==> src/wdm_map.svh <==
`ifndef WDM_MAP_SVH
`define WDM_MAP_SVH

// register indices; byte address is four times the index
`define WDM_IDX_MODE 6'h0f
`define WDM_IDX_STATUS 6'h10
`define WDM_IDX_MASK 6'h11
`define WDM_IDX_COUNT 6'h12

// mode register fields
`define WDM_MODE_RESET 5'h0d
`define WDM_TAP_LSB 0
`define WDM_TAP_MSB 1
`define WDM_BIT_HALT 2
`define WDM_BIT_STOP 3
`define WDM_BIT_XTAL 4
`define WDM_MODE_MSB 4

// status and mask fields
`define WDM_ST_EXPIRED 0
`define WDM_ST_REJECT 1
`define WDM_ST_MSB 1
`define WDM_ST_RESET 2'h0

// timing
`define WDM_WIN_CYCLES 64
`define WDM_TERM_TAP0 12'h080
`define WDM_TERM_TAP1 12'h100
`define WDM_TERM_TAP2 12'h200
`define WDM_TERM_TAP3 12'h800

`endif

==> src/wdm_pkg.sv <==
package wdm_pkg;

    typedef enum logic [1:0] {
        WDM_TAP_128 = 2'b00,
        WDM_TAP_256 = 2'b01,
        WDM_TAP_512 = 2'b10,
        WDM_TAP_2048 = 2'b11
    } wdm_tap_t;

    typedef enum logic [1:0] {
        WDM_WIN_WAIT = 2'b00,
        WDM_WIN_COUNT = 2'b01,
        WDM_WIN_CLOSED = 2'b10
    } wdm_win_state_t;

endpackage : wdm_pkg

==> src/wdm_edge_tick.sv <==
`timescale 1ns/1ps

module wdm_edge_tick (
    input wire logic i_core_clk,
    input wire logic i_rst_b,
    input wire logic i_level,
    output logic o_tick
);

    logic prev;

    always_ff @(posedge i_core_clk) begin
        if (!i_rst_b) begin
            prev <= 1'b0;
            o_tick <= 1'b0;
        end else begin
            prev <= i_level;
            o_tick <= i_level & ~prev;
        end
    end

endmodule : wdm_edge_tick

==> src/wdm_watchdog.sv <==
// The implementer's own choice: the Wishbone slave port.
`timescale 1ns/1ps
`include "wdm_map.svh"

// Summary of operation
// - terminal count resets the device
// - tap picks 128/256/512/2048 tick period
// - tap defaults to code 01 after reset
// - bit 2 keeps counting in halt
// - bit 3 keeps counting in stop on RC only; crystal ticks are gated off in stop
// - bit 4 picks crystal pin or RC
// - mode writes taken until 64 cycles after the first instruction
// - mode register write-only, index 0x0f
// - permanent option starts timer out of reset
// - refresh instruction restarts the period
// - off until instruction, reset disables it
// - permanent with RC never stops
// - permanent on the crystal still follows halt/stop bits
module wdm_watchdog
    import wdm_pkg::*;
#(
    parameter int WIN_CYCLES = `WDM_WIN_CYCLES
) (
    input wire logic i_core_clk,
    input wire logic i_rst_b,
    input wire logic i_wb_cyc,
    input wire logic i_wb_stb,
    input wire logic i_wb_we,
    input wire logic [7:0] i_wb_adr,
    input wire logic [31:0] i_wb_dat,
    input wire logic [3:0] i_wb_sel,
    output logic [31:0] o_wb_dat,
    output logic o_wb_ack,
    input wire logic i_wdt_instr,
    input wire logic i_first_instr,
    input wire logic i_stop_wake_recovery,
    input wire logic i_halt_mode,
    input wire logic i_stop_mode,
    input wire logic i_rc_osc,
    input wire logic i_crystal_input_pin,
    input wire logic i_perm_enable_opt,
    output logic o_wdt_reset,
    output logic o_irq
);

    localparam int CNT_W = 12;

    initial begin
        if (WIN_CYCLES < 1 || WIN_CYCLES > 4096) begin
            $error("write window length out of range");
        end
    end

    logic [`WDM_MODE_MSB:0] watchdog_mode_config;
    logic [`WDM_ST_MSB:0] status;
    logic [`WDM_ST_MSB:0] mask;
    logic [CNT_W-1:0] watchdog_counter;
    logic enabled;
    logic perm_valid;
    logic perm_latched;
    logic win_open;
    logic rc_tick;
    logic xtal_tick;
    logic tick;
    logic frozen;
    logic run;
    logic expire;
    logic [CNT_W-1:0] term_m1;
    logic req;
    logic [5:0] idx;
    logic mode_wr;
    logic mode_reject;
    logic status_rd;
    logic [`WDM_ST_MSB:0] next_status;
    wdm_tap_t timeout_tap_select;

    wdm_edge_tick u_rc_tick (
        .i_core_clk(i_core_clk),
        .i_rst_b(i_rst_b),
        .i_level(i_rc_osc),
        .o_tick(rc_tick)
    );

    wdm_edge_tick u_xtal_tick (
        .i_core_clk(i_core_clk),
        .i_rst_b(i_rst_b),
        .i_level(i_crystal_input_pin),
        .o_tick(xtal_tick)
    );

    // an expiry is a watchdog reset, so it reopens the window as well
    wdm_write_window #(
        .WIN_CYCLES(WIN_CYCLES)
    ) u_window (
        .i_core_clk(i_core_clk),
        .i_rst_b(i_rst_b),
        .i_rearm(expire | i_stop_wake_recovery),
        .i_first_instr(i_first_instr),
        .o_open(win_open)
    );

    // bus decode
    assign req = i_wb_cyc & i_wb_stb;
    assign idx = i_wb_adr[7:2];
    assign mode_wr = req & o_wb_ack & i_wb_we & i_wb_sel[0] & (idx == `WDM_IDX_MODE);
    assign mode_reject = mode_wr & ~win_open;
    assign status_rd = req & o_wb_ack & ~i_wb_we & (idx == `WDM_IDX_STATUS);

    always_ff @(posedge i_core_clk) begin
        if (!i_rst_b) begin
            o_wb_ack <= 1'b0;
        end else begin
            o_wb_ack <= req & ~o_wb_ack;
        end
    end

    always_ff @(posedge i_core_clk) begin
        if (!i_rst_b) begin
            o_wb_dat <= 32'h0;
        end else if (req && !o_wb_ack && !i_wb_we) begin
            case (idx)
                `WDM_IDX_STATUS: o_wb_dat <= {30'h0, status};
                `WDM_IDX_MASK: o_wb_dat <= {30'h0, mask};
                `WDM_IDX_COUNT: o_wb_dat <= {19'h0, enabled, watchdog_counter};
                default: o_wb_dat <= 32'h0; // mode register reads nothing
            endcase
        end
    end

    // strap sampled on the first clocked cycle after reset release
    always_ff @(posedge i_core_clk) begin
        if (!i_rst_b) begin
            perm_valid <= 1'b0;
            perm_latched <= 1'b0;
        end else if (!perm_valid) begin
            perm_valid <= 1'b1;
            perm_latched <= i_perm_enable_opt;
        end
    end

    // upper bits are dropped, they have no function
    always_ff @(posedge i_core_clk) begin
        if (!i_rst_b) begin
            watchdog_mode_config <= `WDM_MODE_RESET;
        end else if (mode_wr && win_open) begin
            watchdog_mode_config <= i_wb_dat[`WDM_MODE_MSB:0];
        end
    end

    assign timeout_tap_select = wdm_tap_t'(watchdog_mode_config[`WDM_TAP_MSB:`WDM_TAP_LSB]);

    always_comb begin
        case (timeout_tap_select)
            WDM_TAP_128: term_m1 = `WDM_TERM_TAP0 - 12'h001;
            WDM_TAP_256: term_m1 = `WDM_TERM_TAP1 - 12'h001;
            WDM_TAP_512: term_m1 = `WDM_TERM_TAP2 - 12'h001;
            WDM_TAP_2048: term_m1 = `WDM_TERM_TAP3 - 12'h001;
            default: term_m1 = `WDM_TERM_TAP1 - 12'h001;
        endcase
    end

    // the crystal stops in stop mode, so its ticks cannot reach the chain there
    always_comb begin
        if (watchdog_mode_config[`WDM_BIT_XTAL]) begin
            tick = xtal_tick & ~i_stop_mode;
        end else begin
            tick = rc_tick;
        end
    end

    // permanent on the RC clock overrides the halt/stop bits
    always_comb begin
        frozen = (i_halt_mode & ~watchdog_mode_config[`WDM_BIT_HALT])
            | (i_stop_mode & ~watchdog_mode_config[`WDM_BIT_STOP]);
        if (perm_latched && !watchdog_mode_config[`WDM_BIT_XTAL]) begin
            frozen = 1'b0;
        end
    end

    assign run = enabled & ~frozen;
    assign expire = run & tick & ~i_wdt_instr & (watchdog_counter == term_m1);

    // nothing but reset or expiry clears enable, so software cannot stop it
    always_ff @(posedge i_core_clk) begin
        if (!i_rst_b) begin
            enabled <= 1'b0;
        end else if (!perm_valid) begin
            enabled <= i_perm_enable_opt;
        end else if (expire) begin
            enabled <= perm_latched;
        end else if (i_wdt_instr) begin
            enabled <= 1'b1;
        end
    end

    always_ff @(posedge i_core_clk) begin
        if (!i_rst_b) begin
            watchdog_counter <= '0;
        end else if (i_wdt_instr || expire || !enabled) begin
            watchdog_counter <= '0;
        end else if (run && tick) begin
            watchdog_counter <= watchdog_counter + 12'h001;
        end
    end

    always_ff @(posedge i_core_clk) begin
        if (!i_rst_b) begin
            o_wdt_reset <= 1'b0;
        end else begin
            o_wdt_reset <= expire;
        end
    end

    // set wins over the read that clears
    always_comb begin
        next_status = status;
        // clear only what this read reported; an event caught after capture survives
        if (status_rd) begin
            next_status = status & ~o_wb_dat[`WDM_ST_MSB:0];
        end
        if (expire) begin
            next_status[`WDM_ST_EXPIRED] = 1'b1;
        end
        if (mode_reject) begin
            next_status[`WDM_ST_REJECT] = 1'b1;
        end
    end

    always_ff @(posedge i_core_clk) begin
        if (!i_rst_b) begin
            status <= `WDM_ST_RESET;
        end else begin
            status <= next_status;
        end
    end

    always_ff @(posedge i_core_clk) begin
        if (!i_rst_b) begin
            mask <= `WDM_ST_RESET;
        end else if (req && o_wb_ack && i_wb_we && i_wb_sel[0] && idx == `WDM_IDX_MASK) begin
            mask <= i_wb_dat[`WDM_ST_MSB:0];
        end
    end

    always_ff @(posedge i_core_clk) begin
        if (!i_rst_b) begin
            o_irq <= 1'b0;
        end else begin
            o_irq <= |(next_status & mask);
        end
    end
endmodule : wdm_watchdog

==> src/wdm_write_window.sv <==
`timescale 1ns/1ps

module wdm_write_window
    import wdm_pkg::*;
#(
    parameter int WIN_CYCLES = 64
) (
    input wire logic i_core_clk,
    input wire logic i_rst_b,
    input wire logic i_rearm,
    input wire logic i_first_instr,
    output logic o_open
);

    localparam int CW = $clog2(WIN_CYCLES + 1);

    initial begin
        if (WIN_CYCLES < 1) begin
            $error("write window needs at least one cycle");
        end
    end

    wdm_win_state_t state;
    logic [CW-1:0] cnt;

    always_ff @(posedge i_core_clk) begin
        if (!i_rst_b) begin
            state <= WDM_WIN_WAIT;
            cnt <= '0;
        end else if (i_rearm) begin
            state <= WDM_WIN_WAIT;
            cnt <= '0;
        end else begin
            case (state)
                WDM_WIN_WAIT: begin
                    if (i_first_instr) begin
                        state <= WDM_WIN_COUNT;
                        cnt <= CW'(1);
                    end
                end
                WDM_WIN_COUNT: begin
                    if (cnt == CW'(WIN_CYCLES)) begin
                        state <= WDM_WIN_CLOSED;
                    end else begin
                        cnt <= cnt + CW'(1);
                    end
                end
                WDM_WIN_CLOSED: begin
                    state <= WDM_WIN_CLOSED;
                end
                default: begin
                    state <= WDM_WIN_CLOSED;
                end
            endcase
        end
    end

    // open before the first instruction too, so mode writes are taken then as well
    assign o_open = (state != WDM_WIN_CLOSED);

endmodule : wdm_write_window
==> config.mk <==
export PLATFORM = sky130hd
export DESIGN_NAME = wdm_watchdog
export DESIGN_NICKNAME = d
export VERILOG_FILES = /design/src/wdm_pkg.sv /design/src/wdm_edge_tick.sv /design/src/wdm_watchdog.sv /design/src/wdm_write_window.sv
export VERILOG_INCLUDE_DIRS = /design/src
export SDC_FILE = /design/constraint.sdc
export NUM_CORES = 1
export LEC_CHECK = 0
export ABC_AREA = 1
export BUFFER_PORTS_ARGS = -buffer_cell sky130_fd_sc_hd__buf_2
export CAP_MARGIN = 20
export CELL_PAD_IN_SITES_DETAIL_PLACEMENT = 2
export CELL_PAD_IN_SITES_GLOBAL_PLACEMENT = 2
export CORE_MARGIN = 2
export CORE_UTILIZATION = 24
export CTS_CLUSTER_SIZE = 10
export DETAILED_ROUTE_END_ITERATION = 6
export PLACE_DENSITY_LB_ADDON = 0.1
export SLEW_MARGIN = 5
export SYNTH_ARGS = -nofsm -noshare
export SYNTH_HDL_FRONTEND = slang
export SYNTH_SLANG_ARGS = --single-unit
==> constraint.sdc <==
create_clock -name i_core_clk -period 1.5 [get_ports i_core_clk]
set_input_delay 0.15 -clock i_core_clk [delete_from_list [all_inputs] [get_ports i_core_clk]]
set_output_delay 0.15 -clock i_core_clk [all_outputs]
set_load 0.02 [all_outputs]
After elaboration in Yosys (flattened, before gate mapping). Cells that the tools add are included.

Add/sub/neg operators: 2. Equality and inequality tests: 15. Mux-type cells: 17. Bitwise logic cells: 34. Reduce and logical (&&, ||, !) cells: 23.

Operators with widths (count): one-hot mux 12 bit (4 select lines) (1); one-hot mux 13 bit (3 select lines) (1); bitwise AND 1 bit (18); == test 6 x 5 -> 1 bit, second input constant (3); two-way mux 7 bit (2); one-hot mux 7 bit (2 select lines) (1); adder 12 x 1 -> 12 bit, second input constant (1); == test 12 bit (1); NOT 1 bit (11); logical AND 1 bit (9); two-way mux 1 bit (8); adder 7 x 1 -> 7 bit, second input constant (1); == test 7 bit, second input constant (1); == test 6 x 4 -> 1 bit, second input constant (1); two-way mux 2 bit (3); != test 2 bit, second input constant (3); OR reduction 2 bit (3); bitwise AND 2 bit (2); == test 2 x 1 -> 1 bit, second input constant (2); == test 2 bit, second input constant (2); logical NOT 1 bit (4); logical NOT 2 bit (2); one-hot mux 2 bit (2 select lines) (1); != test 3 x 2 -> 1 bit, second input constant (1); other kinds (7) (9).

Register bits: 72. Input port bits: 57. Output and inout bits: 35. Logic and storage cells: 108.

Longest topological paths before layout. Gate-level depths: netlist of run 1.

Word-level depth: 12. Depth in mapped cells: 11. Gate-level depth less buffers: 11.

Modules after synthesis. Synthesis of run 1 repeated with hierarchy kept, for this count alone.

Cell total of the unflattened synthesis: 387. Area, all modules: 2788.9 um^2.

By module, submodules not included: wdm_watchdog (instances 1, cells each 303, area each 2174.6 um^2, sequential area each 800.8 um^2); wdm_write_window (instances 1, cells each 74, area each 506.7 um^2, sequential area each 180.2 um^2); wdm_edge_tick (instances 2, cells each 5, area each 53.8 um^2, sequential area each 40.0 um^2).

Worst setup path after synthesis of run 1. Ideal clock, no wire load.

Path kind: reg-to-reg. Start point: reg watchdog_counter[0]. End point: reg watchdog_counter[6]. Library setup time: 116 ps. Arrival: 1428 ps. Data required time: 1384 ps. Slack: -45 ps. Stages on the path, launching flop included: 12. Path buffers: 1. Period minus slack after synthesis: 1545 ps. Path through: dfxtp_1 > ha_1 > nand2_2 > inv_2 > nand2_2 > nor2_4 > nand2_2 > nor2_4 > nand2_4 > nand4_4 > buf_8 > nor2_2.

Longest elaborated chain between the ends: 5. Elaborated cells between the ends (all ways): 6. Classes of those cells: 1 x add/sub; 1 x eq/ne; 1 x bitwise; 3 x reduce/logical.

RTL lines: from (decl) (RTL line wdm_watchdog.sv:57) `logic [CNT_W-1:0] watchdog_counter;`; from (signal assigned) (RTL line wdm_watchdog.sv:202) `watchdog_counter <= watchdog_counter + 12'h001;`; parallel branches: the longest is 5 deep, another holds adder 12 x 1 -> 12 bit.

Several ways; the timed one is not identified. A chain may end at the register's enable or synchronous reset.

Worst setup path after layout of run 1.
Start point: reg watchdog_counter[1]. End point: reg watchdog_counter[5].

Same word-level chain as after synthesis.

==> results list, run 1 <==
* Result of the run: complete, no violations
- For met1 alone, demand over resource in global routing was 18.3%.
- VDD sags by at most 0.487 mV.
- The die is 111 um wide.
* Count of antenna-violating nets left after detailed routing: 0
- Via count of the first global-routing pass: 2918
- Of the cells placed in the final design, the portion with a size suffix greater than 1 is 26.7%.
- OpenSTA, run right after detailed placement, puts the worst setup slack at -0.0341 ns.
- Minimum setup slack among reg-to-reg paths: 0.05 ns
- The initial utilization of the core area, before any placement, comes to 24.4%.
- CTS sink count: 53
- The first global-routing pass estimated 14500 um of wire.
* Highest cell delay on the worst timing path: 0.36 ns
* Portion of total power attributed to combinational logic: 8.0%
* Total die area: 0.0124 mm2
* Hold crit path type: primary input to flip-flop
- Adding up every negative setup slack in the final design gives 0 ns.
* Pwr Total: 3.06 mW
* Mean instance size in the synthesized netlist: 6.97 um2
- Antenna cells: 0
- For this design the top-level I/O count stands at 92.
- Area of the core region: 0.0113 mm2
- TritonCTS clock tree: done
- Post-synthesis instance area: 0.00276 mm2
- Grouping stages by cell kind, the critical path spends the most delay in simple AND/OR/NAND/NOR gates.
- Max-cap violations in this run came to 0.
- The analysis attributes to net switching a power of 724 uW.
- Cell depth of the worst flop-to-flop path: 11
* Count of vias placed by the detailed router: 2719
- Power per cell area: 850 mW/mm2
* Crit path capture type: flip-flop
- The number of antenna violations at the first check in global routing is 0.
- Max-slew violation count: 0
- Internal power comes to 2.34 mW.
* Routed WL per cell: 14.1 um
- Global routing used 26.1% of the available met2 tracks.
- The Yosys step of the flow raised 0 warnings.
- Critical Path AT: 1.64 ns
- Port buffering added 40 buffers.
- Maximum fanout count along the critical path: 7
- Setup repair after global routing could not meet its margin everywhere.
* Clock tree skew after final layout: 0.00391 ns
- Routability-driven placement finished with a final weighted congestion of 0.726.
- Of all flip-flops after synthesis, the portion carrying an async set or reset was 0%.
- After synthesis, the largest area contributor takes up 38.5% of total cell area.
- Worst path most repeated cell: sky130_fd_sc_hd__nand2_4
* Top_reg_cell synth: sky130_fd_sc_hd__dfxtp_1
* Smallest setup slack after layout: 0.0492 ns
- Summed over all cells, the static leakage comes to 1.57 nW.
- Count of flip-flops with a built-in enable after synthesis: 0
- Layout overhead on the synthesized area: 30.6%
- Distinct cell type count of the synthesized netlist: 31
- Of the available clock period, the critical path in the final layout requires 96.7%.
- For this run, the post-layout net count is 531.
- Total stage count of the critical path: 11
- Crit start category: flip-flop
* Die Height: 111 um
* Hold Fails Final Rpt: 0
* Root buffer cell: sky130_fd_sc_hd__clkbuf_16
- Summed over all nets, the half-perimeter wirelength after detailed placement is 6720 um.
- Portion of total power attributed to the clock network: 45.3%
* Maximum number of pins on one net before global-route repair: 21
* CP Buf/Inv Count: 2
- GR Util met3: 2.35%
- For this run, the top clock speed supported by timing is 689 MHz.
- Overall overflow remaining after global route: 0
- Clock tree synthesis inserted a total of 5 buffers.
* Worst path cell trace: ha_4 > nand2_4 > inv_4 > nand2_4 > nor2_4 > nand2_2 > nor2_4 > nand2_4 > nand4_4 > buf_12 > nor2_2
* Critical path launch point: watchdog_counter[1]
- Clock transition at path regs: 0.07 ns
- Total wire length: 8680 um
* Worst-case hold path end point: watchdog_mode_config[2]
- Length of the first detailed-routing pass in iterations: 4
- Of the total power, registers draw 46.7%.
- Clock latency on the worst-skew pair, taken at its later pin, is 0.29 ns.
* Launch instance of the worst min-delay path: i_wb_dat[2]
- Data on the critical path is required at its endpoint by 1.69 ns.
- Number of levels the H-tree was split into: 2
- The slowest stage of the critical path is the sky130_fd_sc_hd__dfxtp_2 cell.
- The floorplan has 39 rows.
- Ratio of routed vias to standard cells: 4.42
- In the post-synthesis netlist, the biggest area contributors are sky130_fd_sc_hd__dfxtp_1 (38%), sky130_fd_sc_hd__nand2_1 (14%), sky130_fd_sc_hd__nand3_1 (6.5%), sky130_fd_sc_hd__inv_1 (5.9%), sky130_fd_sc_hd__a21oi_1 (5.4%).
- The global routing stage identified its most utilized layer as met2.
* Total routing resource utilization after global routing: 14.6%
- Summing the sequential cell areas from Yosys gives 38.5% of the chip area.
- The worst path in the final design needs a cycle of 1.45 ns, including I/O delays and setup.
- DRC marker count from the first detailed-route iteration: 69
* Reg-to-reg endpoint: watchdog_counter[5]
* Net switching share of the total power: 23.6%
- After synthesis the netlist holds a flip-flop and latch count of 53.
* Number of cells on the worst hold path: 3
* Worst setup path category: flip-flop to flip-flop
- Cell taking the most area after synthesis: sky130_fd_sc_hd__dfxtp_1
- Hold_buf cts: 0
- After detailed routing, the number of remaining DRC violations is 0.
- Startpoint of the worst register-to-register path: watchdog_counter[1]
- In this run the deepest clock path goes through 2 buffers.
- Final number of setup-violating endpoints: 0
- Gate count after technology mapping: 396
power by group through the flow:
| stage | sequential [mW] | combinational [mW] | clock, mW |
|---|---|---|---|
| after detailed placement | 1.46 | 0.237 | 0 |
| after global routing | 1.43 | 0.278 | 1.48 |
| after floorplan | 1.46 | 0.163 | 0 |
| after CTS | 1.43 | 0.239 | 1.44 |
| final | 1.43 | 0.245 | 1.39 |
| after global placement | 1.46 | 0.233 | 0 |
logic make-up (layout without fill, tap and decap cells):
group | Yosys count | after routing | share of synthesized area, %
flops | 53 | 53 | 38.5
compound gates | 41 | 41 | 7.57
buf+inv | 72 | 130 | 13.2
other cells | 1 | 19 | 0.136
xor+xnor | 12 | 12 | 3.81
simple gates | 214 | 214 | 35.5
fa+ha+maj | 3 | 3 | 1.36
cells in the mapped netlist, types with 3 or more instances:
master and count:
sky130_fd_sc_hd__nand2_1 102, sky130_fd_sc_hd__dfxtp_1 53, sky130_fd_sc_hd__inv_1 43, sky130_fd_sc_hd__nand3_1 36, sky130_fd_sc_hd__nor2_1 34, sky130_fd_sc_hd__a21oi_1 30, sky130_fd_sc_hd__buf_4 19, sky130_fd_sc_hd__nand4_1 11
sky130_fd_sc_hd__nor2_2 11, sky130_fd_sc_hd__xor2_1 11, sky130_fd_sc_hd__nor3_1 7, sky130_fd_sc_hd__o21ai_0 7, sky130_fd_sc_hd__clkbuf_1 4, sky130_fd_sc_hd__nand2_2 4, sky130_fd_sc_hd__ha_1 3
repair_timing:
action                     in CTS  in global routing
pin swaps                       1                  1
setup endpoints to repair      22                 36
resized for setup               4                 26
setup buffers                   0                  2
routing by layer:
| layer | up-vias | routed length, um | part of all wire (%) |
|---|---|---|---|
| met2 | 44 | 4400 | 51 |
| met3 | 5 | 275 | 3.2 |
| met1 | 1299 | 3920 | 45 |
| met5 | - | 0 | 0 |
| li1 | 1371 | - | - |
| met4 | 0 | 89 | 1.0 |
area by class of cell:
cell class	instances	area (um2)
multi-input combinational	289	1470
clock inverter	1	30.0
fill	1369	7720
sequential	53	1070
tap	143	179
inverter	45	179
timing repair buffer	77	532
clock buffer	7	143
layout by cell type, fill, tap and decap left out, types with 11 or more instances in the layout:
| master | count |
|---|---|
| sky130_fd_sc_hd__xor2_1 | 11 |
| sky130_fd_sc_hd__buf_2 | 40 |
| sky130_fd_sc_hd__dfxtp_1 | 48 |
| sky130_fd_sc_hd__nor2_2 | 14 |
| sky130_fd_sc_hd__buf_4 | 32 |
| sky130_fd_sc_hd__nor2_1 | 29 |
| sky130_fd_sc_hd__a21oi_1 | 29 |
| sky130_fd_sc_hd__nand4_1 | 11 |
| sky130_fd_sc_hd__nand3_1 | 36 |
| sky130_fd_sc_hd__inv_1 | 40 |
| sky130_fd_sc_hd__conb_1 | 19 |
| sky130_fd_sc_hd__nand2_1 | 100 |
stage by stage:
| stage | hold slack (ns) | utilization [%] | cell area, um2 | cells |
|---|---|---|---|---|
| after floorplan | 0.178 | - | 2830 | 414 |
| after global placement | 0.354 | 29.4 | 3330 | 605 |
| after detailed placement | 0.361 | 29.4 | 3330 | 605 |
| after CTS | 0.0509 | 31.0 | 3510 | 613 |
| after global routing | 0.0647 | 31.8 | 3600 | 615 |
| final | 0.0539 | 31.8 | 3600 | 615 |
worst max path at each step:
stage	endpoint	slack (ns)
2_1_floorplan	watchdog_counter[6]	0.01
3_5_place_dp	u_window.cnt[3]	-0.03
5_1_grt	watchdog_counter[6]	-0.05
6_report	watchdog_counter[5]	0.05
4_1_cts	watchdog_counter[11]	0.02
3_3_place_gp	u_window.cnt[6]	-0.01
flip-flops by register name, indices dropped and copies added (netlist names):
| signal | count |
|---|---|
| u_xtal_tick.o_tick | 1 |
| perm_valid | 1 |
| u_window.cnt | 7 |
| o_wb_dat | 13 |
| status | 2 |
| watchdog_counter | 12 |
| u_window.state | 2 |
| o_wb_ack | 1 |
| enabled | 1 |
| o_irq | 1 |
| u_xtal_tick.prev | 1 |
| mask | 2 |
| u_rc_tick.prev | 1 |
| perm_latched | 1 |
| o_wdt_reset | 1 |
| u_rc_tick.o_tick | 1 |
| watchdog_mode_config | 5 |
tightest hold or removal path, stage by stage:
cell and delay [ns]:
sky130_fd_sc_hd__buf_2 0.07, sky130_fd_sc_hd__nand2_1 0.04, sky130_fd_sc_hd__nand3_1 0.05
No activity file was read; power rests on OpenSTA's default activity.
==> run 2: changes to the inputs <==
--- a/config.mk
+++ b/config.mk
@@ -13,9 +13,11 @@
 export CELL_PAD_IN_SITES_GLOBAL_PLACEMENT = 2
 export CORE_MARGIN = 2
 export CORE_UTILIZATION = 24
+export CTS_CLUSTER_DIAMETER = 30
 export CTS_CLUSTER_SIZE = 10
 export DETAILED_ROUTE_END_ITERATION = 6
 export PLACE_DENSITY_LB_ADDON = 0.1
+export REMOVE_ABC_BUFFERS = 1
 export SLEW_MARGIN = 5
 export SYNTH_ARGS = -nofsm -noshare
 export SYNTH_HDL_FRONTEND = slang
==> run 2 against run 1 <==
  * Clock-buffer cell count up 1
  * Maximum frequency is 2.5% higher
  * Critical endpoint is now watchdog_counter[4]
  * Largest cell class unchanged
  * Clock power decreased by 17%
  * Highest routed layer unchanged
  * Sequential share of layout area up 0.65 points
==> results list, run 2 (synthesis gave the netlist of run 1 again) <==
- Result of the run: complete, no violations
- The number of buffers added on ports came to 40 (unchanged).
- Largest buffer count on any clock path: 2 (unchanged)
- The number of buffers created by CTS was 5 (unchanged).
- Total routing resource utilization after global routing: 14.4% (-0.15 points)
- TritonCTS clock tree: done
- The area taken by flip-flops and latches was 0.00107 mm2 (+0.47%).
- The critical path data arrival time came to 1.60 ns (-0.04 ns).
* Crit start category: flip-flop
- Ratio of routed vias to standard cells: 4.38 (-0.85%)
- Worst path cell trace: ha_4 > nand2_4 > inv_4 > nand2_4 > nor2_4 > nand2_2 > nor2_4 > nand2_4 > nand4_4 > nor2_2
* Layout cells sized above 1: 26.5% (-0.21 points)
* Clock Latency Late Sink: 0.30 ns (about the same)
- Filler cell count: 1380 (+0.80%)
* Crit path capture type: flip-flop
- The number of setup violations in the final report was 0 (unchanged).
- The minimum setup slack in the final design was 0.0844 ns (+0.0352 ns).
- Hold_buf cts: 0 (unchanged)
- The worst setup slack before clock tree synthesis came to -0.0762 ns (-0.0421 ns).
- Wire length of the first global-routing pass: 14600 um (+1.1%)
- The post-detailed-routing wire length is 8430 um (-2.9%).
* Most flops, register: o_wb_dat
* Max-slew violation count: 0 (unchanged)
* Overall die width: 111 um (unchanged)
- Antenna cells: 0 (unchanged)
- The number of rows in the core area was 39 (unchanged).
- The area of the multi-input gates was 0.00150 mm2 (+2.0%).
* Period utilization: 94.4% (-2.3 points)
- The half-perimeter wire length after detailed placement is 6500 um (-3.2%).
- Pwr Total: 2.81 mW (-8.4%)
- Clock tree skew after final layout: 0.00507 ns (+0.00116 ns)
- Registers with the most flip-flops: o_wb_dat (13), watchdog_counter (12), u_window.cnt (7)
* Die Height: 111 um (unchanged)
- Initial standard-cell utilization of the core: 24.4% (unchanged)
* Count of vias placed by the detailed router: 2696 (-0.85%)
- The clock slew at the register clock pins of the worst setup and hold paths is 0.07 ns (about the same).
* Highest clock rate: 706 MHz (+2.5%)
- The sum of buffers and inverters on the critical path was 1 (-1).
- Number of flip-flops in the largest register: 13 (unchanged)
- The met3 layer usage reported by global route is 2.52% (+0.16 points).
* Final worst path period need: 1.42 ns (-0.0352 ns)
* Routed WL per cell: 13.7 um (-2.9%)
- Cell type of the slowest stage on the worst timing path: sky130_fd_sc_hd__dfxtp_4
- Commonest cells after routing, fill and taps aside: sky130_fd_sc_hd__nand2_1 (102), sky130_fd_sc_hd__dfxtp_1 (46), sky130_fd_sc_hd__inv_1 (41), sky130_fd_sc_hd__buf_2 (40), sky130_fd_sc_hd__nand3_1 (35)
- Highest cell delay on the worst timing path: 0.37 ns (about the same)
* Layer with the highest usage: met2
- The final cell utilization of the core came to 31.3% (-0.54 points).
- Worst path most repeated cell: sky130_fd_sc_hd__nand2_4
- The global-route track usage on met1 was 18.0% (-0.24 points).
- Req. time, crit path: 1.69 ns (about the same)
* Final weighted congestion of routability-driven global placement: 0.769 (+6.0%)
- The via count of the first global-routing pass is 2959 (+1.4%).
- The power density of the placed cells came to 792 mW/mm2 (-6.8%).
- Maximum fanout count along the critical path: 6 (-1)
* Count of nets after finishing: 531 (unchanged)
- Compared with the post-synthesis result, the final layout area differs by 28.4%.
- Number of top-level pins: 92 (unchanged)
* RSZ-0062 raised after global routing: yes
- The H-tree depth reported by CTS is 2 (unchanged).
* Max-cap viol count: 0 (unchanged)
* Worst setup path category: flip-flop to flip-flop
- The area of the core was 0.0113 mm2 (unchanged).
- The tightest min-delay check is of the primary input to flip-flop type.
- The number of remaining DRC errors is 0 (unchanged).
- Cell class contributing the biggest share of worst-path delay: simple AND/OR/NAND/NOR gates
- The number of nets with antenna violations after detailed routing was 0 (unchanged).
* Most frequent standard cell in the layout excluding fill and tap cells: sky130_fd_sc_hd__nand2_1
- Root buffer cell: sky130_fd_sc_hd__clkbuf_16
- The cell leakage power was 1.53 nW (-2.6%).
- Total die area: 0.0124 mm2 (unchanged)
* Max IR drop VDD: 0.342 mV (-30%)
- Overall overflow remaining after global route: 0 (unchanged)
- Maximum number of pins on one net before global-route repair: 21 (unchanged)
- Hold Fails Final Rpt: 0 (unchanged)
* DRC marker count from the first detailed-route iteration: 68 (-1.4%)
- The fraction of met2 tracks used by global routing came to 25.5% (-0.61 points).
- The length of the first detailed-routing pass in iterations was 4 (unchanged).
* Number of antenna violations at the first check in global routing: 0 (unchanged)
* CTS sink count: 53 (unchanged)
run 2: final timing paths:
path	start	to	slack [ns]	cells after the start
worst max register to register	watchdog_counter[0]	watchdog_counter[4]	0.08	10
worst min register to register	u_rc_tick.prev	u_rc_tick.o_tick	0.38	1
worst max-delay path	watchdog_counter[0]	watchdog_counter[4]	0.08	10
worst min-delay path	i_wb_dat[2]	watchdog_mode_config[2]	0.06	3
run 2: stage by stage:
| step | cell area [um2] | instances | TNS, ns | hold WS [ns] |
|---|---|---|---|---|
| floorplan | 2630 | 387 | -1.75 | 0.178 |
| global placement | 3260 | 603 | -0.141 | 0.352 |
| detailed placement | 3260 | 603 | -0.884 | 0.362 |
| CTS | 3440 | 612 | 0 | 0.0506 |
| global route | 3540 | 615 | -0.0137 | 0.0552 |
| finish | 3540 | 615 | 0 | 0.0568 |
run 2: cell type report:
type / count / share of cell area [%]
multi-input cells: 290 / 42.4
repair buffers: 76 / 13.5
clock buffers: 8 / 3.85
inverters: 45 / 4.91
well taps: 143 / 5.05
flip-flops and latches: 53 / 30.3
run 2: what timing repair did:
action,CTS,global route
gates cloned,1,0
buffers inserted,0,3
pin swaps,1,5
gates resized for setup,7,27
endpoints found under the setup margin,21,27
run 2: layer usage:
layer  wire [um]  part of all wire (%)
met1        3890                    46
met2        4170                    49
met4          95                   1.1
met5           0                     0
met3         277                   3.3
run 2: where the power goes:
part           internal, mW  switching [mW]
logic                0.0691           0.162
clock network         0.623           0.522
registers              1.42         0.00983
run 2: worst min-delay path, stage by stage:
cell	delay, ns
sky130_fd_sc_hd__buf_2	0.08
sky130_fd_sc_hd__nand2_1	0.04
sky130_fd_sc_hd__nand3_1	0.05
